<file path="src/logic/ascc_pkg.sv">
`default_nettype none
package ascc_pkg;
    // ****************************************
    // Timing
    // ****************************************
    localparam int CLK_PERIOD_NS = 8;
    // Settling time added per step of the capacitor code
    localparam int SETTLE_UNIT_NS = 100;
    localparam logic [11:0] SETTLE_UNIT_CYC =
        12'((SETTLE_UNIT_NS + CLK_PERIOD_NS - 1) / CLK_PERIOD_NS);
    localparam logic [11:0] SETTLE_BASE_CYC = 12'h001;
    // Master clock rising edges per conversion
    localparam logic [4:0] CONV_MCLK_EDGES = 5'h0e;

    // ****************************************
    // Serial framing
    // ****************************************
    localparam int WORD_BITS = 16;
    localparam logic [4:0] WORD_FALLS = 5'h10;
    localparam logic [2:0] CTRL_BITS = 3'h5;
    localparam logic [4:0] CTRL_RESET = 5'h00;
    localparam int ADDR_MSB = 4;
    localparam int ADDR_LSB = 2;
    localparam logic [15:0] RESULT_RESET = 16'h0000;

    typedef enum logic [1:0] {
        ASCC_IDLE = 2'b00,
        ASCC_PEND = 2'b01,
        ASCC_CONV = 2'b10
    } ascc_conv_state_t;

    // Pins from outside the clock domain
    typedef struct packed {
        logic mode_n;
        logic trig;
        logic mclk;
        logic sclk;
        logic rfs_n;
        logic tfs_n;
        logic din;
    } ascc_pins_t;

    localparam ascc_pins_t PINS_IDLE = '{mode_n: 1'b1, trig: 1'b0, mclk: 1'b0,
        sclk: 1'b1, rfs_n: 1'b1, tfs_n: 1'b1, din: 1'b0};
endpackage
`default_nettype wire

</file>
<file path="src/logic/ascc_convert_ctrl.sv">
`timescale 1ns/100ps
`default_nettype none
// Overview of operation
// - Mode low: drive serial clock, receive sync
// - Mode high: serial clock, receive sync external
// - Trigger rise holds and converts if settled
// - Trigger during settling waits for its end
// - Conversion timed from master clock edges
// - Master serial clock derived from master clock
// - Slave shifts both ways on external clock
// - Master uses own clock for both directions
// - Capacitor code sets settling pulse length
// - Sixteen bits: zero, address, twelve data
// - First five falls after transmit sync load
// - Receive sync frames output, transmit sync input
module ascc_convert_ctrl
    import ascc_pkg::*;
(
    input wire logic clk,
    input wire logic rst,
    input wire logic serial_master_select_n,
    input wire logic conversion_trigger,
    input wire logic master_clk_pin,
    input wire logic [7:0] settle_capacitor_pin,
    input wire logic [11:0] adc_sample,
    input wire logic serial_clk_in,
    output logic serial_clk_out,
    output logic serial_clk_oe,
    input wire logic receive_frame_sync_n_in,
    output logic receive_frame_sync_n_out,
    output logic receive_frame_sync_n_oe,
    input wire logic transmit_frame_sync_n,
    input wire logic serial_data_in,
    output logic serial_data_out,
    output logic serial_data_oe,
    output logic hold_active,
    output logic settle_active,
    output logic [2:0] channel_select
);
    // ****************************************
    // Pin synchronisers
    // ****************************************
    ascc_pins_t pin_meta_reg, pin_sync_reg, pin_prev_reg;
    ascc_pins_t pin_raw;
    logic [7:0] cap_meta_reg, cap_sync_reg;

    always_comb begin
        pin_raw = '{mode_n: serial_master_select_n, trig: conversion_trigger,
            mclk: master_clk_pin, sclk: serial_clk_in, rfs_n: receive_frame_sync_n_in,
            tfs_n: transmit_frame_sync_n, din: serial_data_in};
    end

    // Capacitor code is static; two stages only guard against metastability
    always_ff @(posedge clk) begin
        if (rst) begin
            pin_meta_reg <= PINS_IDLE;
            pin_sync_reg <= PINS_IDLE;
            pin_prev_reg <= PINS_IDLE;
            cap_meta_reg <= 8'h00;
            cap_sync_reg <= 8'h00;
        end else begin
            pin_meta_reg <= pin_raw;
            pin_sync_reg <= pin_meta_reg;
            pin_prev_reg <= pin_sync_reg;
            cap_meta_reg <= settle_capacitor_pin;
            cap_sync_reg <= cap_meta_reg;
        end
    end

    // ****************************************
    // Conversion and settling
    // ****************************************
    ascc_conv_state_t conv_state_reg, conv_state_next;
    logic [4:0] mclk_cnt_reg, mclk_cnt_next;
    logic [11:0] settle_cnt_reg, settle_cnt_next;
    logic settle_flag_reg, settle_flag_next;
    logic hold_reg, hold_next;
    logic [15:0] result_reg, result_next;
    logic [4:0] ctrl_reg, ctrl_next;
    logic mode_master_reg, mode_master_next;
    logic trig_rise, mclk_rise, conv_done, ctrl_loaded;

    always_comb begin
        trig_rise = pin_sync_reg.trig & ~pin_prev_reg.trig;
        mclk_rise = pin_sync_reg.mclk & ~pin_prev_reg.mclk;
        mode_master_next = ~pin_sync_reg.mode_n;
        conv_state_next = conv_state_reg;
        mclk_cnt_next = mclk_cnt_reg;
        hold_next = hold_reg;
        result_next = result_reg;
        conv_done = 1'b0;
        settle_cnt_next = settle_cnt_reg;
        if (ctrl_loaded) begin
            // Mux changed: give the external filter time to settle
            settle_cnt_next = ({4'h0, cap_sync_reg} * SETTLE_UNIT_CYC) + SETTLE_BASE_CYC;
        end else if (settle_cnt_reg != 12'h000) begin
            settle_cnt_next = settle_cnt_reg - 12'h001;
        end
        // Registered so the settling output comes straight from a flop
        settle_flag_next = (settle_cnt_next != 12'h000);
        unique case (conv_state_reg)
            ASCC_IDLE: begin
                if (trig_rise) begin
                    conv_state_next = ASCC_PEND;
                end
            end
            ASCC_PEND: begin
                if (settle_cnt_reg == 12'h000) begin
                    conv_state_next = ASCC_CONV;
                    hold_next = 1'b1;
                    mclk_cnt_next = 5'h00;
                end
            end
            ASCC_CONV: begin
                if (mclk_rise) begin
                    mclk_cnt_next = mclk_cnt_reg + 5'h01;
                    if (mclk_cnt_reg == CONV_MCLK_EDGES - 5'h01) begin
                        conv_state_next = ASCC_IDLE;
                        hold_next = 1'b0;
                        conv_done = 1'b1;
                        result_next = {1'b0, ctrl_reg[ADDR_MSB:ADDR_LSB], adc_sample};
                    end
                end
            end
        endcase
    end

    always_ff @(posedge clk) begin
        if (rst) begin
            conv_state_reg <= ASCC_IDLE;
            mclk_cnt_reg <= 5'h00;
            settle_cnt_reg <= 12'h000;
            settle_flag_reg <= 1'b0;
            hold_reg <= 1'b0;
            result_reg <= RESULT_RESET;
            mode_master_reg <= 1'b0;
        end else begin
            conv_state_reg <= conv_state_next;
            mclk_cnt_reg <= mclk_cnt_next;
            settle_cnt_reg <= settle_cnt_next;
            settle_flag_reg <= settle_flag_next;
            hold_reg <= hold_next;
            result_reg <= result_next;
            mode_master_reg <= mode_master_next;
        end
    end

    // ****************************************
    // Serial port
    // ****************************************
    logic sclk_out_reg, sclk_out_next;
    logic sclk_prev_reg, sclk_prev_next;
    logic mframe_reg, mframe_next;
    logic oe_reg, oe_next;
    logic dout_reg, dout_next;
    logic [15:0] shift_reg, shift_next;
    logic [4:0] fall_cnt_reg, fall_cnt_next;
    logic [4:0] ctrl_shift_reg, ctrl_shift_next;
    logic [2:0] ctrl_cnt_reg, ctrl_cnt_next;
    logic sclk_level, sclk_rise, sclk_fall, frame_on, frame_start;

    always_comb begin
        // Own clock in master mode, partner's in slave mode
        sclk_level = mode_master_reg ? sclk_out_reg : pin_sync_reg.sclk;
        sclk_rise = sclk_level & ~sclk_prev_reg;
        sclk_fall = ~sclk_level & sclk_prev_reg;
        sclk_prev_next = sclk_level;
        frame_on = mode_master_reg ? mframe_reg : ~pin_sync_reg.rfs_n;
        frame_start = mode_master_reg ? (conv_done & ~mframe_reg)
                                      : (~pin_sync_reg.rfs_n & pin_prev_reg.rfs_n);
        mframe_next = mframe_reg;
        if (mode_master_reg && conv_done) begin
            mframe_next = 1'b1;
        end else if (!mode_master_reg || (fall_cnt_reg == WORD_FALLS && sclk_rise)) begin
            mframe_next = 1'b0;
        end
        // Serial clock follows the master clock level while framed
        sclk_out_next = (mode_master_reg && mframe_reg) ? pin_sync_reg.mclk : 1'b1;
        shift_next = shift_reg;
        dout_next = dout_reg;
        oe_next = oe_reg;
        fall_cnt_next = fall_cnt_reg;
        if (frame_start) begin
            // Master frame opens on the last conversion edge: take the fresh word
            shift_next = result_next;
            dout_next = result_next[WORD_BITS-1];
            oe_next = 1'b1;
            fall_cnt_next = 5'h00;
        end else if (!frame_on) begin
            oe_next = 1'b0;
        end else begin
            if (sclk_fall && fall_cnt_reg != WORD_FALLS) begin
                fall_cnt_next = fall_cnt_reg + 5'h01;
            end
            // Next bit moves on the rising edge so it is steady at the fall
            if (sclk_rise && fall_cnt_reg != 5'h00) begin
                shift_next = {shift_reg[WORD_BITS-2:0], 1'b0};
                dout_next = shift_reg[WORD_BITS-2];
                if (fall_cnt_reg == WORD_FALLS) begin
                    oe_next = 1'b0;
                end
            end
        end
        ctrl_shift_next = ctrl_shift_reg;
        ctrl_cnt_next = ctrl_cnt_reg;
        ctrl_next = ctrl_reg;
        ctrl_loaded = 1'b0;
        if (pin_sync_reg.tfs_n) begin
            ctrl_cnt_next = 3'h0;
        end else if (sclk_fall && ctrl_cnt_reg != CTRL_BITS) begin
            ctrl_shift_next = {ctrl_shift_reg[3:0], pin_sync_reg.din};
            ctrl_cnt_next = ctrl_cnt_reg + 3'h1;
            if (ctrl_cnt_reg == CTRL_BITS - 3'h1) begin
                ctrl_next = {ctrl_shift_reg[3:0], pin_sync_reg.din};
                ctrl_loaded = 1'b1;
            end
        end
    end

    always_ff @(posedge clk) begin
        if (rst) begin
            sclk_out_reg <= 1'b1;
            sclk_prev_reg <= 1'b1;
            mframe_reg <= 1'b0;
            oe_reg <= 1'b0;
            dout_reg <= 1'b0;
            shift_reg <= RESULT_RESET;
            fall_cnt_reg <= 5'h00;
            ctrl_shift_reg <= CTRL_RESET;
            ctrl_cnt_reg <= 3'h0;
            ctrl_reg <= CTRL_RESET;
        end else begin
            sclk_out_reg <= sclk_out_next;
            sclk_prev_reg <= sclk_prev_next;
            mframe_reg <= mframe_next;
            oe_reg <= oe_next;
            dout_reg <= dout_next;
            shift_reg <= shift_next;
            fall_cnt_reg <= fall_cnt_next;
            ctrl_shift_reg <= ctrl_shift_next;
            ctrl_cnt_reg <= ctrl_cnt_next;
            ctrl_reg <= ctrl_next;
        end
    end

    // ****************************************
    // Outputs
    // ****************************************
    always_comb begin
        serial_clk_out = sclk_out_reg;
        serial_clk_oe = mode_master_reg;
        receive_frame_sync_n_out = ~mframe_reg;
        receive_frame_sync_n_oe = mode_master_reg;
        serial_data_out = dout_reg;
        serial_data_oe = oe_reg;
        hold_active = hold_reg;
        settle_active = settle_flag_reg;
        channel_select = ctrl_reg[ADDR_MSB:ADDR_LSB];
    end
endmodule // ascc_convert_ctrl
`default_nettype wire

</file>
<file path="config.mk">
export PLATFORM = sky130hd
export DESIGN_NAME = ascc_convert_ctrl
export DESIGN_NICKNAME = d
export VERILOG_FILES = /design/src/logic/ascc_pkg.sv /design/src/logic/ascc_convert_ctrl.sv
export SDC_FILE = /design/constraint.sdc
export NUM_CORES = 1
export LEC_CHECK = 0
export BUFFER_PORTS_ARGS = -buffer_cell sky130_fd_sc_hd__buf_4
export CAP_MARGIN = 20
export CORE_MARGIN = 2
export CORE_UTILIZATION = 54
export DETAILED_ROUTE_END_ITERATION = 12
export GPL_TIMING_DRIVEN = 0
export HOLD_SLACK_MARGIN = 0.06
export PLACE_DENSITY = 0.76
export REMOVE_ABC_BUFFERS = 1
export SYNTH_ARGS = -nofsm -noshare
export SYNTH_HDL_FRONTEND = slang
export SYNTH_SLANG_ARGS = --single-unit
</file>
<file path="constraint.sdc">
create_clock -name clk -period 2.4 [get_ports clk]
set_input_delay 0.6 -clock clk [delete_from_list [all_inputs] [get_ports clk]]
set_output_delay 0.6 -clock clk [all_outputs]
set_load 0.005 [all_outputs]
</file>
Yosys cells after proc, flatten, opt, wreduce, memory -nomap -nowiden
Cells that the tools add are included.
- bits in registers: 108
- bits of input ports: 29
- output and inout port bits: 11
- word-level logic and storage cells: 136
- add/subtract/negate cells: 5
- $mul: 1
- equal/unequal tests: 13
- mux-type cells: 38
- bitwise gates (word level): 15
- reduce and logical (&&, ||, !) cells: 28
- operators with widths (cell ; number):
    16-bit 2-to-1 mux ; 3
    15-bit 2-to-1 mux ; 3
    12-bit 2-to-1 mux ; 2
    12-bit nonzero test ; 2
    1-bit 2-to-1 mux ; 21
    12-bit by 1-bit adder with 12-bit output (second input constant) ; 1
    12-bit zero test ; 1
    8-bit by 4-bit multiplier with 12-bit output (second input constant) ; 1
    12-bit by 1-bit subtractor with 12-bit output (second input constant) ; 1
    5-bit by 1-bit adder with 5-bit output (second input constant) ; 2
    5-bit 2-to-1 mux ; 2
    5-bit case mux with 2 select lines ; 1
    1-bit NOT ; 9
    2-bit 2-to-1 mux ; 4
    2-bit inequality test (second input constant) ; 4
    2-bit AND reduction ; 4
    4-bit AND reduction ; 2
    2-bit nonzero test ; 4
    1-bit AND ; 6
    1-bit logical AND ; 6
    3-bit by 1-bit inequality test with 1-bit output (second input constant) ; 2
    2-bit case mux with 3 select lines ; 1
    3-bit AND reduction ; 2
    2-bit OR reduction ; 3
    other kinds (13) ; 13

Logic depth before layout (Yosys ltp)
Gate-level depths: netlist (run 1).
- word-level depth: 8
- depth in mapped cells: 12
- mapped depth without buffers: 12

Worst setup path after synthesis (run 1)
No wires, ideal clock.
- kind: register to register
- from: reg cap_sync_reg[2]
- to: reg settle_flag_reg, in the netlist settle_active
- setup time: 0.138 ns
- arrival: 2.560 ns
- data required time: 2.262 ns
- slack: -0.298 ns
- stages on the path, launching flop included: 13
- buffers on the path: 0
- clock period less this slack: 2.698 ns
- cell sequence: dfxtp_1 > ha_1 > inv_1 > fa_1 > inv_1 > ha_1 > o21ai_1 > a221oi_1 > a311oi_1 > xor2_1 > o22ai_1 > nor4b_2 > a41oi_1
- cells in the longest elaborated chain, start to end: 4
- RTL lines (what ; RTL line ; RTL):
    start, declared ; ascc_convert_ctrl.sv:45 ; logic [7:0] cap_meta_reg, cap_sync_reg;
    start signal, assigned ; ascc_convert_ctrl.sv:66 ; cap_sync_reg <= cap_meta_reg;
    8-bit by 4-bit multiplier with 12-bit output ; ascc_convert_ctrl.sv:95 ; settle_cnt_next = ({4'h0, cap_sync_reg} * SETTLE_UNIT_CYC) + SETTLE_BASE_CYC;
    12-bit by 1-bit adder with 12-bit output ; ascc_convert_ctrl.sv:95 ;
    12-bit 2-to-1 mux ; ascc_convert_ctrl.sv:93 ; if (ctrl_loaded) begin
    12-bit nonzero test ; ascc_convert_ctrl.sv:100 ; settle_flag_next = (settle_cnt_next != 12'h000);
    end signal, assigned ; ascc_convert_ctrl.sv:141 ; settle_flag_reg <= settle_flag_next;
    end, declared ; ascc_convert_ctrl.sv:76 ; logic settle_flag_reg, settle_flag_next;
Every way passes these cells.
A chain may end at the register's enable or synchronous reset.

Worst setup path in the final report (run 1)
Same ends and word-level chain as after synthesis.

==> metrics.cfg, run 1 <==
[sta]
fin_tns_setup_ns=-1.69
worstMarginPinSlew_ns=0.895
finalSetupViolCount=6
slew_headroom=0.403
finalWorstSetupSlack_ns=-0.535
fin_crit_sh=1.22
max_freq_mhz=341
finalClockSkew_ns=0.0143
post-route-min-period_ns=2.93
slew_viol_final=0
hold_violations=0
rsz0062_at_grt=yes
worst_hold_slack_ns=0.396

[synthesis]
synth-edff-count=0
synth-seq-area-share=0.428
synth_cell_type_count=62
synth.cell_area_um2=4960
synth_flop_cell=dfxtp_1
synth-async-reset-ratio=0
synth_seq_cells=106
yosysTopAreaCell=dfxtp_1
syn_avg_cell_area_um2=9.39
syn-instance-count=528
synth_area_leaders=dfxtp_1, ha_1, mux2i_1, nor2_1, a21oi_1
synth_top_area_share=0.428
ys_warn_count=0

[die]
chipHeight_um=99.8
chipWidth_um=99.8
io_pins=40
die_area_um2=9970
coreArea_um2=8810
initial_core_util=0.563
rows=34

[clock_network]
clock_insertion_delay_worst_skew_ns=0.38
cts_tree=built
cts-buffers-inserted=9
path_clk_slew_ns=0.11
clockBufferDepth=2
htreeDepth=3
clock_sinks=106
cts_root_buffer=clkbuf_8

[final_layout]
largest_register_ffs=16
fin_area_um2=5850
syn_to_final_growth_pct=18.0
nets=633
drive_above_1_share=0.250
antenna_cells=0
mostFrequentLayoutCell=dfxtp_1
mostFrequentLayoutCells=dfxtp_1, nor2_1, buf_4

[global_route]
grt_max_degree=100
grt_pass1_vias=3565
grt_pass1_wl_um=15800
grt_overflow=0
grtUsageTotal=0.199
antenna_found_initial=0

[placed_design]
io_buffers=39
place_congestion=0.862
preCtsSetupSlack_ns=-0.623
hpwl_um=6280
dpl_cell_area_um2=5290

[drt]
drc=0
vias=3745
wl_um=10000
final_antenna_net_count=0
via_per_inst=5.51
wire_per_inst_um=14.7
drt_first_pass_iters=4
drt_iter0_markers=170

[status]
violations=negative setup slack
status=finished with violations

[critical_path]
crit_type=reg -> reg
setup.worst_path.end_class=register
cp.required_ns=2.62
path_max_fanout=3
worstPathArrival_ns=3.15
critPathLaunchType=register

[run]
max-cap-violations=0

[power]
power_density_nw_per_um2=721
peakVddDrop_mv=0.381
leakage_nw=2.39

[worst_hold_path]
hp-class=reg -> reg

==> through the flow <==
step,std cells,total power (W),util
2_1_floorplan,505,0.00279,-
3_3_place_gp,652,0.00301,0.599
3_5_place_dp,653,0.00305,0.601
4_1_cts,672,0.00413,0.638
5_1_grt,680,0.00443,0.664
6_report,680,0.00422,0.664
==> cell usage after synthesis (3+ instances only) <==
cell / count
dfxtp_1: 106
nor2_1: 52
a21oi_1: 36
ha_1: 34
nand2_1: 34
inv_1: 32
nor2b_1: 28
mux2i_1: 26
xor2_1: 15
clkbuf_1: 14
mux2_2: 12
or2_0: 12
nand3_1: 10
or2_2: 10
nor3_1: 9
nand2b_1: 7
o22ai_1: 7
xnor2_1: 7
nand4_1: 6
o21ai_0: 5
a21o_1: 4
buf_4: 4
a211oi_1: 3
buf_2: 3
fa_1: 3
nand3b_1: 3
==> cell type report <==
cell class	instances	area [um2]
clock buffers	9	124
inverters	32	120
multi-input cells	367	2880
well taps	108	135
flip-flops and latches	106	2130
repair buffers	51	398
fillers	669	2960
clock inverters	7	63.8
==> power breakdown <==
| group | switching (W) | internal (W) | total [W] |
|---|---|---|---|
| Sequential | 0.0000979 | 0.00186 | 0.00196 |
| Clock | 0.000644 | 0.000399 | 0.00104 |
| Combinational | 0.000681 | 0.000531 | 0.00121 |
==> per-layer routing <==
metal / vias to the layer above / routed length (um) / global-route usage
li1: 1862 / - / -
met1: 1770 / 4240 / 0.237
met2: 81 / 5080 / 0.350
met3: 32 / 367 / 0.0481
met4: 0 / 308 / 0.0706
met5: - / 0 / 0
==> worst paths after layout <==
path              startpoint                       to  slack (ns)  cells after the start
max          cap_sync_reg[2]            settle_active       -0.53                     12
max reg2reg  cap_sync_reg[2]            settle_active       -0.53                     12
min          pin_sync_reg[6]  receive_frame_sync_n_oe        0.40                      1
min reg2reg  pin_sync_reg[6]  receive_frame_sync_n_oe        0.40                      1
==> critical path, cell delays in order, from the launching register on <==
cell and delay (ns):
dfxtp_4 0.38, ha_4 0.26, inv_2 0.03, fa_1 0.51, inv_2 0.05, ha_4 0.28, o21ai_4 0.07, a221oi_4 0.28
a311oi_2 0.17, xor2_1 0.22, o22ai_2 0.10, nor4b_2 0.29, a41oi_2 0.13
==> repair_timing <==
action / 4_1_cts / 5_1_grt
resized for setup: 17 / 36
setup buffers: 3 / 8
pin swaps: 14 / 17
endpoints found under the hold margin: 0 / 0
hold buffers: 0 / 0
endpoints found under the setup margin: 7 / 24
==> logic make-up (layout without fill, tap and decap cells) <==
kind of cell	count (synthesis)	in the layout	synth area share
AND/OR/NAND/NOR	198	198	0.218
AO/OA/AOI/OAI	71	71	0.0873
flip-flops	106	106	0.428
multiplexers	39	39	0.0827
buffers and inverters	55	99	0.0469
adder cells (fa/ha/maj)	37	37	0.0979
XOR/XNOR	22	22	0.0389
Note: power is estimated with default switching activity, not from simulation.
==> run 2, diff against run 1 <==
--- a/config.mk
+++ b/config.mk
@@ -7,7 +7,6 @@
 export LEC_CHECK = 0
 export BUFFER_PORTS_ARGS = -buffer_cell sky130_fd_sc_hd__buf_4
 export CAP_MARGIN = 20
-export CORE_MARGIN = 2
 export CORE_UTILIZATION = 54
 export DETAILED_ROUTE_END_ITERATION = 12
 export GPL_TIMING_DRIVEN = 0
==> metrics.cfg, run 2 (synthesis gave the netlist of run 1 again) <==
[final_layout]
syn_to_final_growth_pct=16.5
fin_area_um2=5780
largest_register_ffs=16
antenna_cells=0
fin_cells=681
mostFrequentLayoutCells=dfxtp_1, nor2_1, buf_4
drive_above_1_share=0.230
n_fill_cell=703
mostFrequentLayoutCell=dfxtp_1
nets=634

[sta]
fin_crit_sh=1.22
rsz0062_at_grt=yes
fin_tns_setup_ns=-1.48
max_freq_mhz=342
slew_headroom=0.388
finalClockSkew_ns=0.0122
finalWorstSetupSlack_ns=-0.527
worst_hold_slack_ns=0.382
worstMarginPinSlew_ns=0.917
post-route-min-period_ns=2.93
slew_viol_final=0
finalSetupViolCount=6
hold_violations=0

[global_route]
grt_pass1_wl_um=15800
grtUsageTotal=0.205
grt_max_degree=100
grt_overflow=0
antenna_found_initial=0
grt_pass1_vias=3535

[clock_network]
clock_insertion_delay_worst_skew_ns=0.37
cts_root_buffer=clkbuf_8
clockBufferDepth=2
htreeDepth=3
cts-buffers-inserted=9
clock_sinks=106
cts_hold_buf=0
path_clk_slew_ns=0.10
cts_tree=built

[drt]
topRoutingLayerUsed=met4
vias=3693
wl_met2_um=4530
drc=0
final_antenna_net_count=0
drt_iter0_markers=138
via_per_inst=5.42
wl_um=9470
drt-met1-wl_um=4160
wl_met3_um=368
drt_first_pass_iters=4
wire_per_inst_um=13.9

[die]
chipWidth_um=97.8
coreArea_um2=8810
die_area_um2=9570
initial_core_util=0.563
rows=34
chipHeight_um=97.8
io_pins=40

[placed_design]
dpl.cell_count=653
place_congestion=0.836
preCtsSetupSlack_ns=-0.659
hpwl_um=6170
dpl_cell_area_um2=5290
io_buffers=39

[critical_path]
rrSetupSlack_ns=-0.53
crit_type=reg -> reg
reg2reg_depth=12
worstPathArrival_ns=3.13
reg2reg_to=settle_active
cp.required_ns=2.60
r2r-start=cap_sync_reg[2]
critPathLaunchType=register
setup.worst_path.end_class=register
path_max_fanout=3

[worst_hold_path]
min_from=pin_sync_reg[6]
hold_path_end=receive_frame_sync_n_oe
min_path_cells=1
hp-class=reg -> reg

[power]
p_sw_w=0.00137
power_frac_comb=0.271
clock_power_share=0.271
leakage_nw=2.37
power_density_nw_per_um2=741
peakVddDrop_mv=0.367
p_int_w=0.00292
swShare=0.319
seq_power_share=0.458

[run]
max-cap-violations=0

[status]
violations=negative setup slack
status=finished with violations

==> run 2: worst max-delay path, cell delays in order, from the launching register on <==
cell and delay (ns):
dfxtp_2 0.36, ha_1 0.32, xor2_1 0.16, ha_1 0.21
a21o_1 0.20, ha_4 0.28, o21ai_2 0.06, a22oi_1 0.23
xnor2_1 0.11, mux2i_1 0.23, nand4_1 0.17, nor4b_2 0.32
a41oi_1 0.13
==> run 2: how the worst max path moves through the flow <==
stage,end,slack (ns),start,cells after the start
3_5_place_dp,settle_active,-0.66,cap_sync_reg[2],12
6_report,settle_active,-0.53,cap_sync_reg[2],12
5_1_grt,settle_active,-0.67,cap_sync_reg[2],12
4_1_cts,settle_active,-0.52,cap_sync_reg[2],12
2_1_floorplan,settle_active,-0.31,cap_sync_reg[2],12
3_3_place_gp,shift_reg[9],-0.83,conv_state_reg[0],7
==> run 2: power by group through the flow <==
stage | Combinational (W) | Clock [W] | Sequential, W
final | 0.00116 | 0.00116 | 0.00196
after CTS | 0.00112 | 0.00119 | 0.00196
after floorplan | 0.000815 | 0 | 0.00197
after detailed placement | 0.00105 | 0 | 0.00200
after global routing | 0.00130 | 0.00126 | 0.00198
after global placement | 0.00102 | 0 | 0.00199
==> run 2: layer usage <==
metal	up-vias	global-route usage
li1	1864	-
met1	1711	0.247
met2	82	0.334
met3	36	0.0530
met4	0	0.119
met5	-	0
==> run 2: cell type report <==
cell class | count | area (um2) | share of cell area
well taps | 108 | 135 | 0.0234
clock buffers | 11 | 141 | 0.0245
clock inverters | 5 | 70.1 | 0.0121
flip-flops and latches | 106 | 2130 | 0.369
repair buffers | 52 | 398 | 0.0689
inverters | 32 | 120 | 0.0208
multi-input cells | 367 | 2780 | 0.482
==> run 2: stage by stage <==
stage,power [W],util
after detailed placement,0.00305,0.601
after global routing,0.00453,0.656
after CTS,0.00426,0.644
after global placement,0.00301,0.599
after floorplan,0.00279,-
final,0.00428,0.656
==> run 2: what timing repair did <==
item	in CTS	in global routing
pin swaps	9	12
buffers inserted	4	8
gates resized for setup	23	11
gates cloned	0	0
endpoints found under the hold margin	0	0
setup endpoints to repair	6	29
==> run 3, diff against run 2 <==
--- a/config.mk
+++ b/config.mk
@@ -11,8 +11,10 @@
 export DETAILED_ROUTE_END_ITERATION = 12
 export GPL_TIMING_DRIVEN = 0
 export HOLD_SLACK_MARGIN = 0.06
+export MAX_ROUTING_LAYER = met4
 export PLACE_DENSITY = 0.76
 export REMOVE_ABC_BUFFERS = 1
+export SKIP_LAST_GASP = 1
 export SYNTH_ARGS = -nofsm -noshare
 export SYNTH_HDL_FRONTEND = slang
 export SYNTH_SLANG_ARGS = --single-unit
==> constraint.sdc (replaced) <==
create_clock -name clk -period 2.6 [get_ports clk]
set_input_delay 0.65 -clock clk [delete_from_list [all_inputs] [get_ports clk]]
set_output_delay 0.65 -clock clk [all_outputs]
set_load 0.005 [all_outputs]
==> metrics.cfg, run 3 (synthesis gave the netlist of run 1 again) <==
[die]
coreArea_um2=8810
chipWidth_um=97.8
rows=34
chipHeight_um=97.8
die_area_um2=9570
io_pins=40
initial_core_util=0.563

[final_layout]
drive_above_1_share=0.223
mostFrequentLayoutCells=dfxtp_1, nor2_1, buf_4
nets=634
mostFrequentLayoutCell=dfxtp_1
antenna_cells=0
multi_input_area_um2=2760
n_fill_cell=706
fin_area_um2=5750
largest_register_ffs=16
syn_to_final_growth_pct=16.0
seq_area_um2=2130

[clock_network]
path_clk_slew_ns=0.11
htreeDepth=3
cts-buffers-inserted=9
clock_insertion_delay_worst_skew_ns=0.37
cts_root_buffer=clkbuf_8
clock_sinks=106
cts_tree=built
clockBufferDepth=2

[sta]
finalSetupViolCount=3
finalClockSkew_ns=0.0122
slew_viol_final=0
finalWorstSetupSlack_ns=-0.279
post-route-min-period_ns=2.88
worstMarginPinSlew_ns=0.907
slew_headroom=0.395
fin_crit_sh=1.11
max_freq_mhz=347
hold_violations=0
rsz0062_at_grt=yes

[power]
power_frac_comb=0.268
peakVddDrop_mv=0.337
leakage_nw=2.37
p_int_w=0.00268
p_sw_w=0.00126
finalPower_w=0.00394
seq_power_share=0.459
power_density_nw_per_um2=685
clock_power_share=0.272
swShare=0.320

[critical_path]
path_max_fanout=3
crit_type=reg -> reg
critPathLaunchType=register
worstPathArrival_ns=3.08
setup.worst_path.end_class=register
cp.required_ns=2.80

[worst_hold_path]
hp-class=reg -> reg

[run]
max-cap-violations=0

[drt]
final_antenna_net_count=0
drc=0
wl_um=9350
wire_per_inst_um=13.7
drt_iter0_markers=196
drt_first_pass_iters=4
via_per_inst=5.47
vias=3723

[global_route]
grtUsageTotal=0.212
grt_pass1_vias=3539
grt_max_degree=100
grt_overflow=0
antenna_found_initial=0
grt_pass1_wl_um=15800

[placed_design]
hpwl_um=6170
io_buffers=39
dpl_cell_area_um2=5290
place_congestion=0.849

[status]
violations=negative setup slack
status=finished with violations

[run 3: path summary, 6_finish.rpt]
path | from | endpoint | slack [ns] | depth (start not counted)
max | cap_sync_reg[2] | settle_active | -0.28 | 12
min | pin_sync_reg[6] | receive_frame_sync_n_oe | 0.38 | 1
max reg2reg | cap_sync_reg[2] | settle_active | -0.28 | 12
min reg2reg | pin_sync_reg[6] | receive_frame_sync_n_oe | 0.38 | 1
[run 3: per-layer routing]
layer  vias up  global-route usage  part of all wire
met1      1718               0.248              0.44
li1       1862                   -                 -
met2        98               0.333              0.48
met4         0               0.119             0.044
met3        45              0.0515             0.044
met5         -                   -                 0
[run 3: repair_timing]
item	CTS	global route
setup endpoints to repair	5	7
gates resized for setup	23	6
pin swaps	9	11
buffers inserted	4	8
hold buffers	0	0
[run 3: critical path, stage by stage (launching register included)]
cell and delay [ns]:
dfxtp_2 0.36, ha_1 0.32, xor2_1 0.16, ha_1 0.21
a21o_1 0.20, ha_4 0.28, o21ai_2 0.06, a221oi_2 0.29
a311oi_2 0.16, xor2_1 0.20, o22ai_2 0.10, nor4b_2 0.26
a41oi_1 0.13
[run 3: layout make-up]
cell class | instances | share of cell area
inverters | 32 | 0.0209
clock inverters | 5 | 0.0122
multi-input cells | 367 | 0.479
repair buffers | 52 | 0.0692
well taps | 108 | 0.0235
flip-flops and latches | 106 | 0.370
clock buffers | 11 | 0.0246
[run 3: power by group through the flow]
stage | Clock, W | Combinational [W] | Sequential (W)
detailed placement | 0 | 0.000972 | 0.00184
global route | 0.00116 | 0.00118 | 0.00182
CTS | 0.00110 | 0.00103 | 0.00181
floorplan | 0 | 0.000752 | 0.00182
global placement | 0 | 0.000944 | 0.00183
finish | 0.00107 | 0.00106 | 0.00181
[run 3: through the flow]
step / hold slack (ns) / setup slack (ns) / std cells / util / setup TNS (ns)
after floorplan: 0.363 / -0.106 / 505 / - / -0.106
after global placement: 0.364 / -0.628 / 652 / 0.599 / -9.32
after detailed placement: 0.366 / -0.459 / 653 / 0.601 / -0.940
after CTS: 0.382 / -0.316 / 673 / 0.644 / -0.410
after global routing: 0.416 / -0.434 / 681 / 0.653 / -1.06
final: 0.383 / -0.279 / 681 / 0.653 / -0.441
